<file path="src/shared/dsef_regs.vh">
// register map, command codes and field positions of the security command block
`ifndef DSEF_REGS_VH
`define DSEF_REGS_VH
// ****************************************
// register byte offsets
// ****************************************
`define DSEF_OFS_CMD    8'h00
`define DSEF_OFS_DATA   8'h04
`define DSEF_OFS_STAT   8'h08
`define DSEF_OFS_CTRL   8'h0C
`define DSEF_OFS_PWD    8'h10
// ****************************************
// command opcodes and monitoring features
// ****************************************
`define DSEF_OP_SETPW   8'hF1
`define DSEF_OP_UNLOCK  8'hF2
`define DSEF_OP_EPREP   8'hF3
`define DSEF_OP_ERASE   8'hF4
`define DSEF_OP_FREEZE  8'hF5
`define DSEF_OP_DISPW   8'hF6
`define DSEF_OP_SMART   8'hB0
`define DSEF_FT_FIRST   8'hD0
`define DSEF_FT_LOGW    8'hD6
`define DSEF_FT_ENA     8'hD8
`define DSEF_FT_LAST    8'hDB
// ****************************************
// sector layout and counters
// ****************************************
`define DSEF_WORD_LAST  8'hFF
`define DSEF_PW_FIRST   8'h01
`define DSEF_PW_LAST    8'h10
`define DSEF_TRIES      3'h5
// ****************************************
// status register fields
// ****************************************
`define DSEF_ST_BUSY    0
`define DSEF_ST_DRQ     1
`define DSEF_ST_ERR     2
`define DSEF_ST_ABRT    3
`define DSEF_ST_LOCKED  4
`define DSEF_ST_LOCKEN  5
`define DSEF_ST_FROZEN  6
`define DSEF_ST_ARMED   7
`define DSEF_ST_TRY_LO  8
`define DSEF_ST_OP_LO   12
// ****************************************
// control and password-load fields
// ****************************************
`define DSEF_CT_LOCKEN  0
`define DSEF_CT_LOCKED  1
`define DSEF_CT_MISS    2
`define DSEF_PW_IDX_LO  16
`define DSEF_PW_MASTER  20
`endif

</file>
<file path="src/hw/dsef_core.v">
// security command interpreter with AHB-Lite register slave
// Summary of operation
// - erase aborts unless prepare immediately preceded
// - sector: word0 bit0 selects, words 1-16 password
// - erase password mismatch aborts, erases nothing
// - good erase wipes whole user area
// - good erase clears lock-enable, keeps master
// - freeze-lock sets frozen state
// - frozen rejects all lock-changing commands
// - only power-on or hard reset unfreezes
// - freeze while frozen completes, stays frozen
// - disable-password aborted while locked
// - disable matches user or master, clears lock-enable
// - monitoring operation chosen by feature register
// - decode monitoring features D0h to DBh, except D7h
// - erase-prepare arms erase-unit
// - unlock tries start five; zero blocks unlock and erase
`timescale 1ns/100ps
`include "dsef_regs.vh"
module dsef_core (
  // clock, reset, enable
  input  wire        core_clk,
  input  wire        rstn,
  input  wire        ce,
  // hard reset pin, active low
  input  wire        hardRstn,
  // AHB-Lite slave
  input  wire        hsel,
  input  wire [31:0] haddr,
  input  wire [1:0]  htrans,
  input  wire        hwrite,
  input  wire [2:0]  hsize,
  input  wire [31:0] hwdata,
  input  wire        hready,
  output reg         hreadyout,
  output reg  [31:0] hrdata,
  output reg         hresp,
  // command completion
  output reg         cmdDone,
  output reg         cmdErr,
  // media erase request
  output reg         eraseAll,
  // monitoring subcommand
  output reg         smartGo,
  output reg  [3:0]  smartOp
);
  // ****************************************
  // states
  // ****************************************
  localparam [1:0] ST_IDLE  = 2'h0;  // waiting for a command
  localparam [1:0] ST_RECV  = 2'h1;  // taking the password sector
  localparam [1:0] ST_CHECK = 2'h2;  // deciding the result

  // ****************************************
  // declarations
  // ****************************************
  reg         pend_reg;      // data phase outstanding
  reg         pWr_reg;       // pending access is a write
  reg  [7:0]  pAddr_reg;     // pending byte offset
  reg  [1:0]  state_reg;     // command state
  reg  [7:0]  opc_reg;       // opcode in progress
  reg  [7:0]  wordCnt_reg;   // sector word index
  reg         sel_reg;       // master password selected
  reg         cmpVld_reg;    // a compare is due
  reg  [15:0] cmpWord_reg;   // received password word
  reg         userBad_reg;   // mismatch against user
  reg         mastBad_reg;   // mismatch against master
  reg         locked_reg;    // drive locked
  reg         lockEn_reg;    // lock function enabled
  reg         frozen_reg;    // frozen mode
  reg         armed_reg;     // erase-unit armed
  reg  [2:0]  tries_reg;     // unlock attempts left
  reg         err_reg;       // status error bit
  reg         abrt_reg;      // error register abort bit
  reg         hr1_reg;       // hard reset sync stage 1
  reg         hr2_reg;       // hard reset sync stage 2
  wire        hardHit;
  wire        take;
  wire        stall;
  wire        fin;
  wire        doWr;
  wire        cmdWr;
  wire        inPush;
  wire        fInRdy;
  wire        fOutVld;
  wire [15:0] fOutData;
  wire        popWord;
  wire [31:0] pwdRd;
  wire [3:0]  rdIdx;
  wire        pwWord;
  wire [7:0]  opc;
  wire [7:0]  feat;
  wire        ftOk;
  reg  [31:0] rdMux;
  reg         rej;           // issue-time rejection
  reg         needSec;       // command takes a sector

  // ****************************************
  // bus decode
  // ****************************************
  assign take   = hsel & htrans[1] & hready & ~pend_reg;
  assign stall  = pWr_reg & (pAddr_reg == `DSEF_OFS_DATA) &
                  (state_reg == ST_RECV) & ~fInRdy;
  assign fin    = pend_reg & ~stall;
  assign doWr   = fin & pWr_reg;
  assign cmdWr  = doWr & (pAddr_reg == `DSEF_OFS_CMD) &
                  (state_reg == ST_IDLE);
  assign inPush = doWr & (pAddr_reg == `DSEF_OFS_DATA) &
                  (state_reg == ST_RECV);
  assign opc    = hwdata[7:0];
  assign feat   = hwdata[15:8];
  assign hardHit = ~hr2_reg;

  // ****************************************
  // sector path
  // ****************************************
  assign popWord = fOutVld & (state_reg == ST_RECV);
  assign pwWord  = (wordCnt_reg >= `DSEF_PW_FIRST) &
                   (wordCnt_reg <= `DSEF_PW_LAST);
  assign rdIdx   = wordCnt_reg[3:0] - 4'h1;

  // monitoring feature inside D0h..D6h or D8h..DBh
  assign ftOk = ((feat >= `DSEF_FT_FIRST) & (feat <= `DSEF_FT_LOGW)) |
                ((feat >= `DSEF_FT_ENA) & (feat <= `DSEF_FT_LAST));

  // buffer between bus writes and the compare
  dsef_fifo2 uBuf (
    .core_clk (core_clk),
    .rstn     (rstn),
    .ce       (ce),
    .inValid  (inPush),
    .inReady  (fInRdy),
    .inData   (hwdata[15:0]),
    .outValid (fOutVld),
    .outReady (state_reg == ST_RECV),
    .outData  (fOutData)
  );

  // stored passwords, loaded by firmware
  dsef_pwd_mem uPwd (
    .core_clk (core_clk),
    .ce       (ce),
    .wrUser   (doWr & (pAddr_reg == `DSEF_OFS_PWD) & ~hwdata[`DSEF_PW_MASTER]),
    .wrMaster (doWr & (pAddr_reg == `DSEF_OFS_PWD) & hwdata[`DSEF_PW_MASTER]),
    .wrAddr   (hwdata[`DSEF_PW_IDX_LO+3:`DSEF_PW_IDX_LO]),
    .wrData   (hwdata[15:0]),
    .rdAddr   (rdIdx),
    .rdData   (pwdRd)
  );

  // ****************************************
  // issue-time checks
  // ****************************************
  // decides rejection and whether a sector follows
  always @* begin
    rej     = 1'b0;
    needSec = 1'b0;
    case (opc)
      `DSEF_OP_SETPW: begin
        rej = frozen_reg;
      end
      `DSEF_OP_UNLOCK: begin
        rej = frozen_reg | (tries_reg == 3'h0);
      end
      `DSEF_OP_EPREP: begin
        rej = frozen_reg;
      end
      `DSEF_OP_ERASE: begin
        // unarmed, frozen or out of tries
        rej = ~armed_reg | frozen_reg | (tries_reg == 3'h0);
        needSec = ~rej;
      end
      `DSEF_OP_FREEZE: begin
        rej = 1'b0;
      end
      `DSEF_OP_DISPW: begin
        rej = frozen_reg | locked_reg;
        needSec = ~rej;
      end
      `DSEF_OP_SMART: begin
        rej = ~ftOk;
      end
      default: begin
        rej = 1'b1;
      end
    endcase
  end

  // read data selection
  always @* begin
    rdMux = 32'h0000_0000;
    case (pAddr_reg)
      `DSEF_OFS_STAT: begin
        rdMux[`DSEF_ST_BUSY]   = (state_reg != ST_IDLE);
        rdMux[`DSEF_ST_DRQ]    = (state_reg == ST_RECV);
        rdMux[`DSEF_ST_ERR]    = err_reg;
        rdMux[`DSEF_ST_ABRT]   = abrt_reg;
        rdMux[`DSEF_ST_LOCKED] = locked_reg;
        rdMux[`DSEF_ST_LOCKEN] = lockEn_reg;
        rdMux[`DSEF_ST_FROZEN] = frozen_reg;
        rdMux[`DSEF_ST_ARMED]  = armed_reg;
        rdMux[`DSEF_ST_TRY_LO+2:`DSEF_ST_TRY_LO] = tries_reg;
        rdMux[`DSEF_ST_OP_LO+3:`DSEF_ST_OP_LO]   = smartOp;
      end
      `DSEF_OFS_CTRL: begin
        rdMux[`DSEF_CT_LOCKEN] = lockEn_reg;
        rdMux[`DSEF_CT_LOCKED] = locked_reg;
      end
      default: begin
        rdMux = 32'h0000_0000;
      end
    endcase
  end

  // ****************************************
  // hard reset synchroniser
  // ****************************************
  // pin passes two flops before use
  always @(posedge core_clk) begin
    if (!rstn) begin
      hr1_reg <= 1'b1;
      hr2_reg <= 1'b1;
    end else if (ce) begin
      hr1_reg <= hardRstn;
      hr2_reg <= hr1_reg;
    end
  end

  // ****************************************
  // AHB-Lite slave: one wait state per transfer, more while a sector word write finds the buffer full
  // ****************************************
  always @(posedge core_clk) begin
    if (!rstn) begin
      pend_reg  <= 1'b0;
      pWr_reg   <= 1'b0;
      pAddr_reg <= 8'h00;
      hreadyout <= 1'b1;
      hrdata    <= 32'h0000_0000;
      hresp     <= 1'b0;
    end else if (ce) begin
      hresp <= 1'b0;
      if (take) begin
        // address phase taken, insert wait
        pend_reg  <= 1'b1;
        pWr_reg   <= hwrite;
        pAddr_reg <= haddr[7:0];
        hreadyout <= 1'b0;
      end else if (fin) begin
        // data phase ends; stalls while the buffer is full
        pend_reg  <= 1'b0;
        hreadyout <= 1'b1;
        hrdata    <= pWr_reg ? 32'h0000_0000 : rdMux;
      end
    end
  end

  // ****************************************
  // command state machine and security state
  // ****************************************
  always @(posedge core_clk) begin
    if (!rstn) begin
      state_reg   <= ST_IDLE;
      opc_reg     <= 8'h00;
      wordCnt_reg <= 8'h00;
      sel_reg     <= 1'b0;
      cmpVld_reg  <= 1'b0;
      cmpWord_reg <= 16'h0000;
      userBad_reg <= 1'b0;
      mastBad_reg <= 1'b0;
      locked_reg  <= 1'b0;
      lockEn_reg  <= 1'b0;
      frozen_reg  <= 1'b0;
      armed_reg   <= 1'b0;
      tries_reg   <= `DSEF_TRIES;
      err_reg     <= 1'b0;
      abrt_reg    <= 1'b0;
      cmdDone     <= 1'b0;
      cmdErr      <= 1'b0;
      eraseAll    <= 1'b0;
      smartGo     <= 1'b0;
      smartOp     <= 4'h0;
    end else if (ce) begin
      cmdDone  <= 1'b0;
      eraseAll <= 1'b0;
      smartGo  <= 1'b0;
      // firmware reports lock state and failed unlocks
      if (doWr & (pAddr_reg == `DSEF_OFS_CTRL)) begin
        lockEn_reg <= hwdata[`DSEF_CT_LOCKEN];
        locked_reg <= hwdata[`DSEF_CT_LOCKED];
        if (hwdata[`DSEF_CT_MISS] & (tries_reg != 3'h0)) begin
          tries_reg <= tries_reg - 3'h1;
        end
      end
      // compare stage, one cycle after the memory read
      if (cmpVld_reg) begin
        userBad_reg <= userBad_reg | (cmpWord_reg != pwdRd[15:0]);
        mastBad_reg <= mastBad_reg | (cmpWord_reg != pwdRd[31:16]);
      end
      cmpVld_reg <= popWord & pwWord;
      cmpWord_reg <= fOutData;
      case (state_reg)
        ST_IDLE: begin
          if (cmdWr) begin
            opc_reg     <= opc;
            wordCnt_reg <= 8'h00;
            userBad_reg <= 1'b0;
            mastBad_reg <= 1'b0;
            err_reg     <= rej;
            abrt_reg    <= rej;
            // any command but a good prepare disarms
            armed_reg <= (opc == `DSEF_OP_EPREP) & ~rej;
            if (needSec) begin
              state_reg <= ST_RECV;
            end else begin
              cmdDone <= 1'b1;
              cmdErr  <= rej;
              if ((opc == `DSEF_OP_FREEZE) & ~rej) begin
                frozen_reg <= 1'b1;
              end
              if ((opc == `DSEF_OP_SMART) & ~rej) begin
                smartOp <= feat[3:0];
                smartGo <= 1'b1;
              end
            end
          end
        end
        ST_RECV: begin
          if (popWord) begin
            if (wordCnt_reg == 8'h00) begin
              sel_reg <= fOutData[0];
            end
            wordCnt_reg <= wordCnt_reg + 8'h01;
            if (wordCnt_reg == `DSEF_WORD_LAST) begin
              state_reg <= ST_CHECK;
            end
          end
        end
        ST_CHECK: begin
          state_reg <= ST_IDLE;
          cmdDone   <= 1'b1;
          if (opc_reg == `DSEF_OP_ERASE) begin
            if (sel_reg ? mastBad_reg : userBad_reg) begin
              err_reg  <= 1'b1;
              abrt_reg <= 1'b1;
              cmdErr   <= 1'b1;
            end else begin
              eraseAll   <= 1'b1;
              lockEn_reg <= 1'b0;
              locked_reg <= 1'b0;
              cmdErr     <= 1'b0;
            end
          end else begin
            if (userBad_reg & mastBad_reg) begin
              err_reg  <= 1'b1;
              abrt_reg <= 1'b1;
              cmdErr   <= 1'b1;
            end else begin
              lockEn_reg <= 1'b0;
              cmdErr     <= 1'b0;
            end
          end
        end
        default: begin
          state_reg <= ST_IDLE;
        end
      endcase
      // hard reset: leave frozen mode, restore tries
      if (hardHit) begin
        frozen_reg <= 1'b0;
        tries_reg  <= `DSEF_TRIES;
        armed_reg  <= 1'b0;
      end
    end
  end
endmodule

</file>
<file path="src/hw/dsef_fifo2.v">
// two-entry word buffer with valid and ready on both sides
`timescale 1ns/100ps
module dsef_fifo2 (
  // clock and reset
  input  wire        core_clk,
  input  wire        rstn,
  input  wire        ce,
  // filling side
  input  wire        inValid,
  output wire        inReady,
  input  wire [15:0] inData,
  // draining side
  output wire        outValid,
  input  wire        outReady,
  output wire [15:0] outData
);
  reg  [15:0] slot_reg [0:1];  // storage
  reg         wrPtr_reg;       // next slot to fill
  reg         rdPtr_reg;       // next slot to drain
  reg  [1:0]  cnt_reg;         // words held
  wire        push;
  wire        pop;
  assign inReady  = (cnt_reg != 2'h2);
  assign outValid = (cnt_reg != 2'h0);
  assign outData  = slot_reg[rdPtr_reg];
  assign push     = inValid & inReady;
  assign pop      = outValid & outReady;
  // pointers and count; storage written on push
  always @(posedge core_clk) begin
    if (!rstn) begin
      wrPtr_reg <= 1'b0;
      rdPtr_reg <= 1'b0;
      cnt_reg   <= 2'h0;
    end else if (ce) begin
      if (push) begin
        slot_reg[wrPtr_reg] <= inData;
        wrPtr_reg <= ~wrPtr_reg;
      end
      if (pop) begin
        rdPtr_reg <= ~rdPtr_reg;
      end
      if (push & ~pop) begin
        cnt_reg <= cnt_reg + 2'h1;
      end else if (pop & ~push) begin
        cnt_reg <= cnt_reg - 2'h1;
      end
    end
  end
endmodule

</file>
<file path="src/hw/dsef_pwd_mem.v">
// stored password words: user half low, master half high, registered read
`timescale 1ns/100ps
module dsef_pwd_mem (
  // clock
  input  wire        core_clk,
  input  wire        ce,
  // write port
  input  wire        wrUser,
  input  wire        wrMaster,
  input  wire [3:0]  wrAddr,
  input  wire [15:0] wrData,
  // read port
  input  wire [3:0]  rdAddr,
  output reg  [31:0] rdData
);
  reg  [31:0] mem [0:15];  // one word pair per entry
  // writes and registered read
  always @(posedge core_clk) begin
    if (ce) begin
      if (wrUser) begin
        mem[wrAddr][15:0] <= wrData;
      end
      if (wrMaster) begin
        mem[wrAddr][31:16] <= wrData;
      end
      rdData <= mem[rdAddr];
    end
  end
endmodule

</file>
<file path="config.mk">
export PLATFORM = sky130hd
export DESIGN_NAME = dsef_core
export DESIGN_NICKNAME = d
export VERILOG_FILES = /design/src/hw/dsef_core.v /design/src/hw/dsef_fifo2.v /design/src/hw/dsef_pwd_mem.v
export VERILOG_INCLUDE_DIRS = /design/src /design/src/shared
export SDC_FILE = /design/constraint.sdc
export NUM_CORES = 1
export LEC_CHECK = 0
export ABC_AREA = 0
export BUFFER_PORTS_ARGS = -buffer_cell sky130_fd_sc_hd__buf_4
export CAP_MARGIN = 20
export CELL_PAD_IN_SITES_DETAIL_PLACEMENT = 1
export CELL_PAD_IN_SITES_GLOBAL_PLACEMENT = 1
export CORE_MARGIN = 2
export CORE_UTILIZATION = 50
export CTS_BUF_LIST = sky130_fd_sc_hd__clkbuf_4
export DETAILED_ROUTE_END_ITERATION = 7
export PLACE_DENSITY = 0.76
export SLEW_MARGIN = 40
export SYNTH_ARGS = -nofsm -noshare
export SYNTH_HDL_FRONTEND = slang
export SYNTH_HIERARCHICAL = 1
export SYNTH_SLANG_ARGS = --single-unit
</file>
<file path="constraint.sdc">
create_clock -name core_clk -period 2.6 [get_ports core_clk]
set_input_delay 0.13 -clock core_clk [delete_from_list [all_inputs] [get_ports core_clk]]
set_output_delay 0.13 -clock core_clk [all_outputs]
set_load 0.01 [all_outputs]
</file>
==> results.json, run 1 <==
{
  "status": "finished with violations",
  "violations": "negative setup slack",
  "crit_buf_inv": 1,
  "final_util": 0.6064,
  "gr-total-overflow": 0,
  "hold_viol": 0,
  "ys.flop_type": "edfxtp_1",
  "crit_type": "reg -> reg",
  "grt_pass1_wl_um": 103100,
  "worstPathCellList": "or2_2 -> nor4_2 -> nand3_2 -> nor2_2 -> nand3_1 -> nor2_1 -> buf_12",
  "arrival_ns": 3.28,
  "p_leak_nw": 10.94,
  "grt_use_total": 0.2667,
  "async_reset_ff_frac": 0,
  "period_minus_slack_ns": 2.603,
  "critPathMaxStageDelay_ns": 0.38,
  "critical_path_depth": 7,
  "ys_ff_latch": 662,
  "rr_worst_depth": 7,
  "wirelength_um": 69720,
  "design_area_sq_um": 31050,
  "layout.cells.non_filler": 2581,
  "final_cell_mix": "edfxtp_1, clkbuf_4, buf_4",
  "cts.sinks": 662,
  "path_delay_family": "simple AND/OR/NAND/NOR gates",
  "max_slew_margin": 0.4751,
  "period_share": 1.001,
  "holdPathEnd": "uPwd/mem[12][18]$_DFFE_PP_",
  "rr_startpoint": "pAddr_reg[1]$_SDFFE_PN0P_",
  "p_per_area_nw_per_um2": 692.6,
  "viasPerCell": 5.838,
  "synth-seq-area-share": 0.7350,
  "cts_buffers": 172,
  "core_sq_um": 51200,
  "start_util": 0.5054,
  "max_freq_ghz": 0.3842,
  "end_kind": "flop",
  "largest_register_ffs": 512,
  "grt_pass1_vias": 16510,
  "syn_inst": 1423,
  "area_delta_synth_final_pct": 19.99,
  "gp_congestion": 0.8240,
  "cts_root_buffer": "clkbuf_4",
  "critPathMaxFanout": 16,
  "avgSynthCellArea_sq_um": 18.18,
  "hp-class": "in -> reg",
  "clockBufferDepth": 3,
  "io-pin-count": 118,
  "drt_iter0_markers": 1462,
  "ant_nets": 0,
  "dieWidth_um": 231.5,
  "nNetsFinal": 1841,
  "rows": 83,
  "cp-start-kind": "flop",
  "antenna_found_initial": 6,
  "final_common_cell": "edfxtp_1",
  "worst_path_max_delay_cell": "or2_2",
  "irDropWorstVdd_uv": 428.9,
  "cts.clk_slew.worst_paths_ns": 0.07,
  "regToRegSetupSlack_ns": -0.003,
  "synth_edf_count": 576,
  "timing.final.ws_setup_ns": -0.002511,
  "yosysUniqueCellTypes": 63,
  "critical_path_required_ns": 3.27,
  "worstMarginPinSlew_ns": 0.7857,
  "hold_path_depth": 2,
  "finalMaxSlewViolations": 0,
  "placed_cell_area_sq_um": 28000,
  "clock_latency_ns": 1.02,
  "ctsHtreeMaxLevel": 4,
  "hold_start": "hwdata[2]",
  "die_h_um": 231.5,
  "r2r_end": "uPwd/mem[10][16]$_DFFE_PP_",
  "dp.cells": 2199,
  "first_pass_iters": 5,
  "post_drt_wl_per_cell_um": 27.01,
  "drive_gt1_frac": 0.3256,
  "dpl.hpwl_um": 41600,
  "finalSetupViolations": 1,
  "cap_violations": 0,
  "synth_area_sq_um": 25870,
  "finClkSkew_ns": 0.06292,
  "ys_warn_count": 6,
  "dieArea_sq_um": 53590,
  "grt_max_degree": 60,
  "cts_tree": "done",
  "num_vias": 15070,
  "port_buffers": 60,
  "drc": 0
}
metrics by stage:
stage	setup slack (ns)	total power [mW]	setup TNS [ns]	hold WS, ns
final	-0.002511	21.50	-0.002511	0.09694
after global routing	-0.1468	22.32	-20.43	0.06427
after CTS	0.01212	21.71	0	0.0003337
after detailed placement	-0.1571	12.27	-30.47	0.3711
after global placement	-0.03885	12.24	-1.318	0.3613
after floorplan	0.09984	11.97	0	0.2289
how the worst max path moves through the flow:
stage                                      end  slack (ns)                      start
floorplan            uPwd/mem[12][0]$_DFFE_PP_         0.1  pAddr_reg[2]$_SDFFE_PN0P_
global placement      uPwd/mem[5][9]$_DFFE_PP_       -0.04  pAddr_reg[1]$_SDFFE_PN0P_
detailed placement   uPwd/mem[12][8]$_DFFE_PP_       -0.16  pAddr_reg[1]$_SDFFE_PN0P_
CTS                  uPwd/mem[5][19]$_DFFE_PP_        0.01  pAddr_reg[1]$_SDFFE_PN0P_
global route        uPwd/mem[10][25]$_DFFE_PP_       -0.15  pAddr_reg[1]$_SDFFE_PN0P_
finish              uPwd/mem[10][16]$_DFFE_PP_      -0.003  pAddr_reg[1]$_SDFFE_PN0P_
kinds of logic after synthesis:
| group | after synthesis | share of synthesized area |
|---|---|---|
| DFF | 662 | 0.7350 |
| and+or+nand+nor | 295 | 0.05701 |
| muxes | 176 | 0.1308 |
| AOI/OAI and AO/OA | 137 | 0.03936 |
| buffers and inverters | 102 | 0.01992 |
| xor gates and xnor gates | 44 | 0.01489 |
| adders and majority gates | 6 | 0.002901 |
| other | 1 | 0.0001449 |
cell type report:
| cell class | count | area (sq um) |
|---|---|---|
| Fill cell | 4581 | 20150 |
| Clock inverter | 59 | 389.1 |
| Multi-Input combinational cell | 676 | 6462 |
| Timing Repair Buffer | 235 | 2356 |
| Antenna cell | 3 | 7.507 |
| Clock buffer | 254 | 1907 |
| Sequential cell | 662 | 19020 |
| Inverter | 12 | 55.05 |
| Tap cell | 680 | 850.8 |
power by group:
group	internal, mW	total, mW	leakage (nW)	switching (mW)
clock	5.07	9.39	1.37	4.31
sequential	11.6	11.6	5.90	0.0310
combinational	0.168	0.535	3.67	0.367
synthesized netlist by cell type, types with 4 or more instances:
library cell | instances | area (sq um)
mux4_2 | 128 | 2883
nand3_1 | 23 | 115.1
clkbuf_1 | 36 | 135.1
buf_1 | 14 | 52.55
a21oi_1 | 24 | 120.1
o21ai_0 | 7 | 35.03
nand4b_1 | 5 | 43.79
and2_1 | 7 | 43.79
nand4_1 | 15 | 93.84
a32o_1 | 8 | 80.08
xor2_1 | 41 | 359.1
and3_1 | 7 | 43.79
edfxtp_1 | 576 | 17300
dfxtp_1 | 86 | 1722
nor4_1 | 12 | 75.07
mux2_2 | 16 | 180.2
mux2i_1 | 32 | 320.3
nor2b_1 | 13 | 81.33
buf_4 | 28 | 210.2
nor3_1 | 7 | 35.03
buf_2 | 10 | 50.05
a22oi_1 | 68 | 510.5
inv_1 | 11 | 41.29
nand2_1 | 81 | 304.0
o22ai_1 | 4 | 25.02
nor2_1 | 89 | 334.1
nand2b_1 | 12 | 75.07
ha_1 | 6 | 75.07
layer usage:
metal	GRT usage	share of wire	vias up
li1	-	-	6435
met1	0.3383	0.38	7821
met2	0.4354	0.51	662
met3	0.07000	0.078	145
met4	0.1163	0.032	6
met5	0	0.00055	-
what timing repair did:
| item | 4_1_cts | 5_1_grt |
|---|---|---|
| hold endpoints to repair | 1188 | 0 |
| pin swaps | 0 | 3 |
| gates cloned | 0 | 2 |
| setup endpoints to repair | 464 | 431 |
| hold buffers | 63 | 0 |
| buffers inserted | 0 | 1 |
| resized for setup | 4 | 9 |
Note: power is estimated with default switching activity, not from simulation.
==> inputs of run 2 (changes only) <==
RECOVER_POWER = 50   (was not set)
==> run 2 against run 1 <==
Net effect:
- the flow finishes with violations (max-capacitance violations, max-slew violations, negative setup slack)
- count of clock-buffer cells in the layout is the same
- critical endpoint unchanged
- register-to-register slack is essentially flat
- final area down 0.60%
- critical path depth unchanged
- largest cell class unchanged
==> results.json, run 2 (synthesis results as in run 1) <==
{
  "status": "finished with violations",
  "violations": "max-capacitance violations, max-slew violations, negative setup slack",
  "hold_start": "hwdata[16]",
  "die_h_um": 231.5,
  "holdWs_ns": 0.1357,
  "dpl.hpwl_um": 41600,
  "worst_path_max_delay_cell": "or2_2",
  "dpl_worst_slack_ns": -0.1571,
  "rows": 83,
  "power_frac_seq": 0.539,
  "gp_congestion": 0.8240,
  "finalMaxSlewViolations": 392,
  "max_slew_margin": -0.4441,
  "nNetsFinal": 1841,
  "ctsHtreeMaxLevel": 4,
  "end_kind": "flop",
  "design_area_sq_um": 30860,
  "worstMarginPinSlew_ns": 2.166,
  "ant_nets": 0,
  "arrival_ns": 3.29,
  "clockBufferDepth": 3,
  "port_buffers": 60,
  "irDropWorstVdd_uv": 428.5,
  "grt_use_total": 0.2667,
  "start_util": 0.5054,
  "drc": 0,
  "busiest_layer": "met2",
  "critPathMaxStageDelay_ns": 0.37,
  "cts_tree": "done",
  "cp-start-kind": "flop",
  "core_sq_um": 51200,
  "use_met1": 0.3383,
  "intPower_mw": 16.79,
  "grt_pass1_vias": 16510,
  "drt_iter0_markers": 1379,
  "p_total_mw": 21.50,
  "clock_latency_ns": 1.03,
  "p_comb_frac": 0.024,
  "p_leak_nw": 10.74,
  "period_share": 1.006,
  "cts.clk_slew.worst_paths_ns": 0.07,
  "crit_buf_inv": 1,
  "p_per_area_nw_per_um2": 696.6,
  "crit_start": "pAddr_reg[1]$_SDFFE_PN0P_",
  "post_drt_wl_per_cell_um": 27.06,
  "finClkSkew_ns": 0.06522,
  "cts_root_buffer": "clkbuf_4",
  "timing.final.ws_setup_ns": -0.01500,
  "finalSetupViolations": 11,
  "final_common_cell": "edfxtp_1",
  "grt_pass1_wl_um": 103100,
  "hp-class": "in -> reg",
  "io-pin-count": 118,
  "cts_buffers": 172,
  "critical_path_required_ns": 3.28,
  "max_freq_ghz": 0.3824,
  "p_switching_mw": 4.710,
  "viasPerCell": 5.873,
  "hold_viol": 0,
  "period_minus_slack_ns": 2.615,
  "path_delay_family": "simple AND/OR/NAND/NOR gates",
  "dp.cells": 2199,
  "wirelength_um": 69900,
  "dieArea_sq_um": 53590,
  "use_met2": 0.4354,
  "sw_frac_of_total": 0.2191,
  "critPathMaxFanout": 16,
  "gr-total-overflow": 0,
  "placed_cell_area_sq_um": 28000,
  "worstPathCellList": "or2_2 -> nor4_2 -> nand3_2 -> nor2_2 -> nand3_1 -> nor2_1 -> buf_12",
  "dieWidth_um": 231.5,
  "antenna_found_initial": 6,
  "use_met3": 0.07000,
  "rr_startpoint": "pAddr_reg[1]$_SDFFE_PN0P_",
  "final_cell_mix": "edfxtp_1, clkbuf_4, mux4_2",
  "pwr-share-clk": 0.437,
  "crit_type": "reg -> reg",
  "first_pass_iters": 5,
  "largest_register_ffs": 512,
  "cts.sinks": 662,
  "area_delta_synth_final_pct": 19.27,
  "cap_violations": 11,
  "grt_max_degree": 60,
  "drive_gt1_frac": 0.2982,
  "layout.cells.non_filler": 2583,
  "num_vias": 15170
}
-- run 2: path summary, 6_finish.rpt --
check                                    end  slack, ns  cells after the start
hold / removal      uPwd/mem[5][5]$_DFFE_PP_       0.14                      4
setup reg to reg  uPwd/mem[10][16]$_DFFE_PP_      -0.01                      7
hold reg to reg       hrdata[1]$_SDFFE_PN0P_       0.47                      2
setup / recovery  uPwd/mem[10][16]$_DFFE_PP_      -0.01                      7
-- run 2: power by group through the flow --
stage               Combinational [mW]  Clock (mW)  Sequential (mW)
floorplan                        0.160           0             11.8
global placement                 0.431           0             11.8
detailed placement               0.460           0             11.8
CTS                              0.531        9.60             11.6
global route                     0.558        10.2             11.6
finish                           0.518        9.39             11.6
-- run 2: layer usage --
| layer | vias up | part of all wire |
|---|---|---|
| met5 | - | 0.00039 |
| met4 | 4 | 0.034 |
| met3 | 148 | 0.077 |
| met2 | 723 | 0.51 |
| met1 | 7858 | 0.38 |
| li1 | 6438 | - |
-- run 2: layout make-up --
type | count | area, sq um
fill | 4615 | 20340
sequential | 662 | 19020
multi-input combinational | 676 | 6462
timing repair buffer | 235 | 2167
clock buffer | 254 | 1907
tap | 680 | 850.8
clock inverter | 59 | 389.1
inverter | 12 | 55.05
antenna | 5 | 12.51
-- run 2: what timing repair did --
action / in CTS / in global routing
setup endpoints to repair: 464 / 431
hold buffers: 63 / 0
hold endpoints to repair: 1188 / 0
cloned: 0 / 2
setup buffers: 0 / 1
pin swaps: 0 / 3
resized for setup: 4 / 9
-- run 2: stage by stage --
step                TNS (ns)    util
floorplan                  0       -
finish               -0.1071  0.6028
detailed placement    -30.47  0.5469
global route          -20.48  0.6026
global placement      -1.318  0.5468
CTS                        0  0.6043
-- run 2: worst min-delay path: cells and delay by family --
kind | cells | cell delay (ns)
AND/OR/NAND/NOR | 2 | 0.61
buffers and inverters | 2 | 0.28
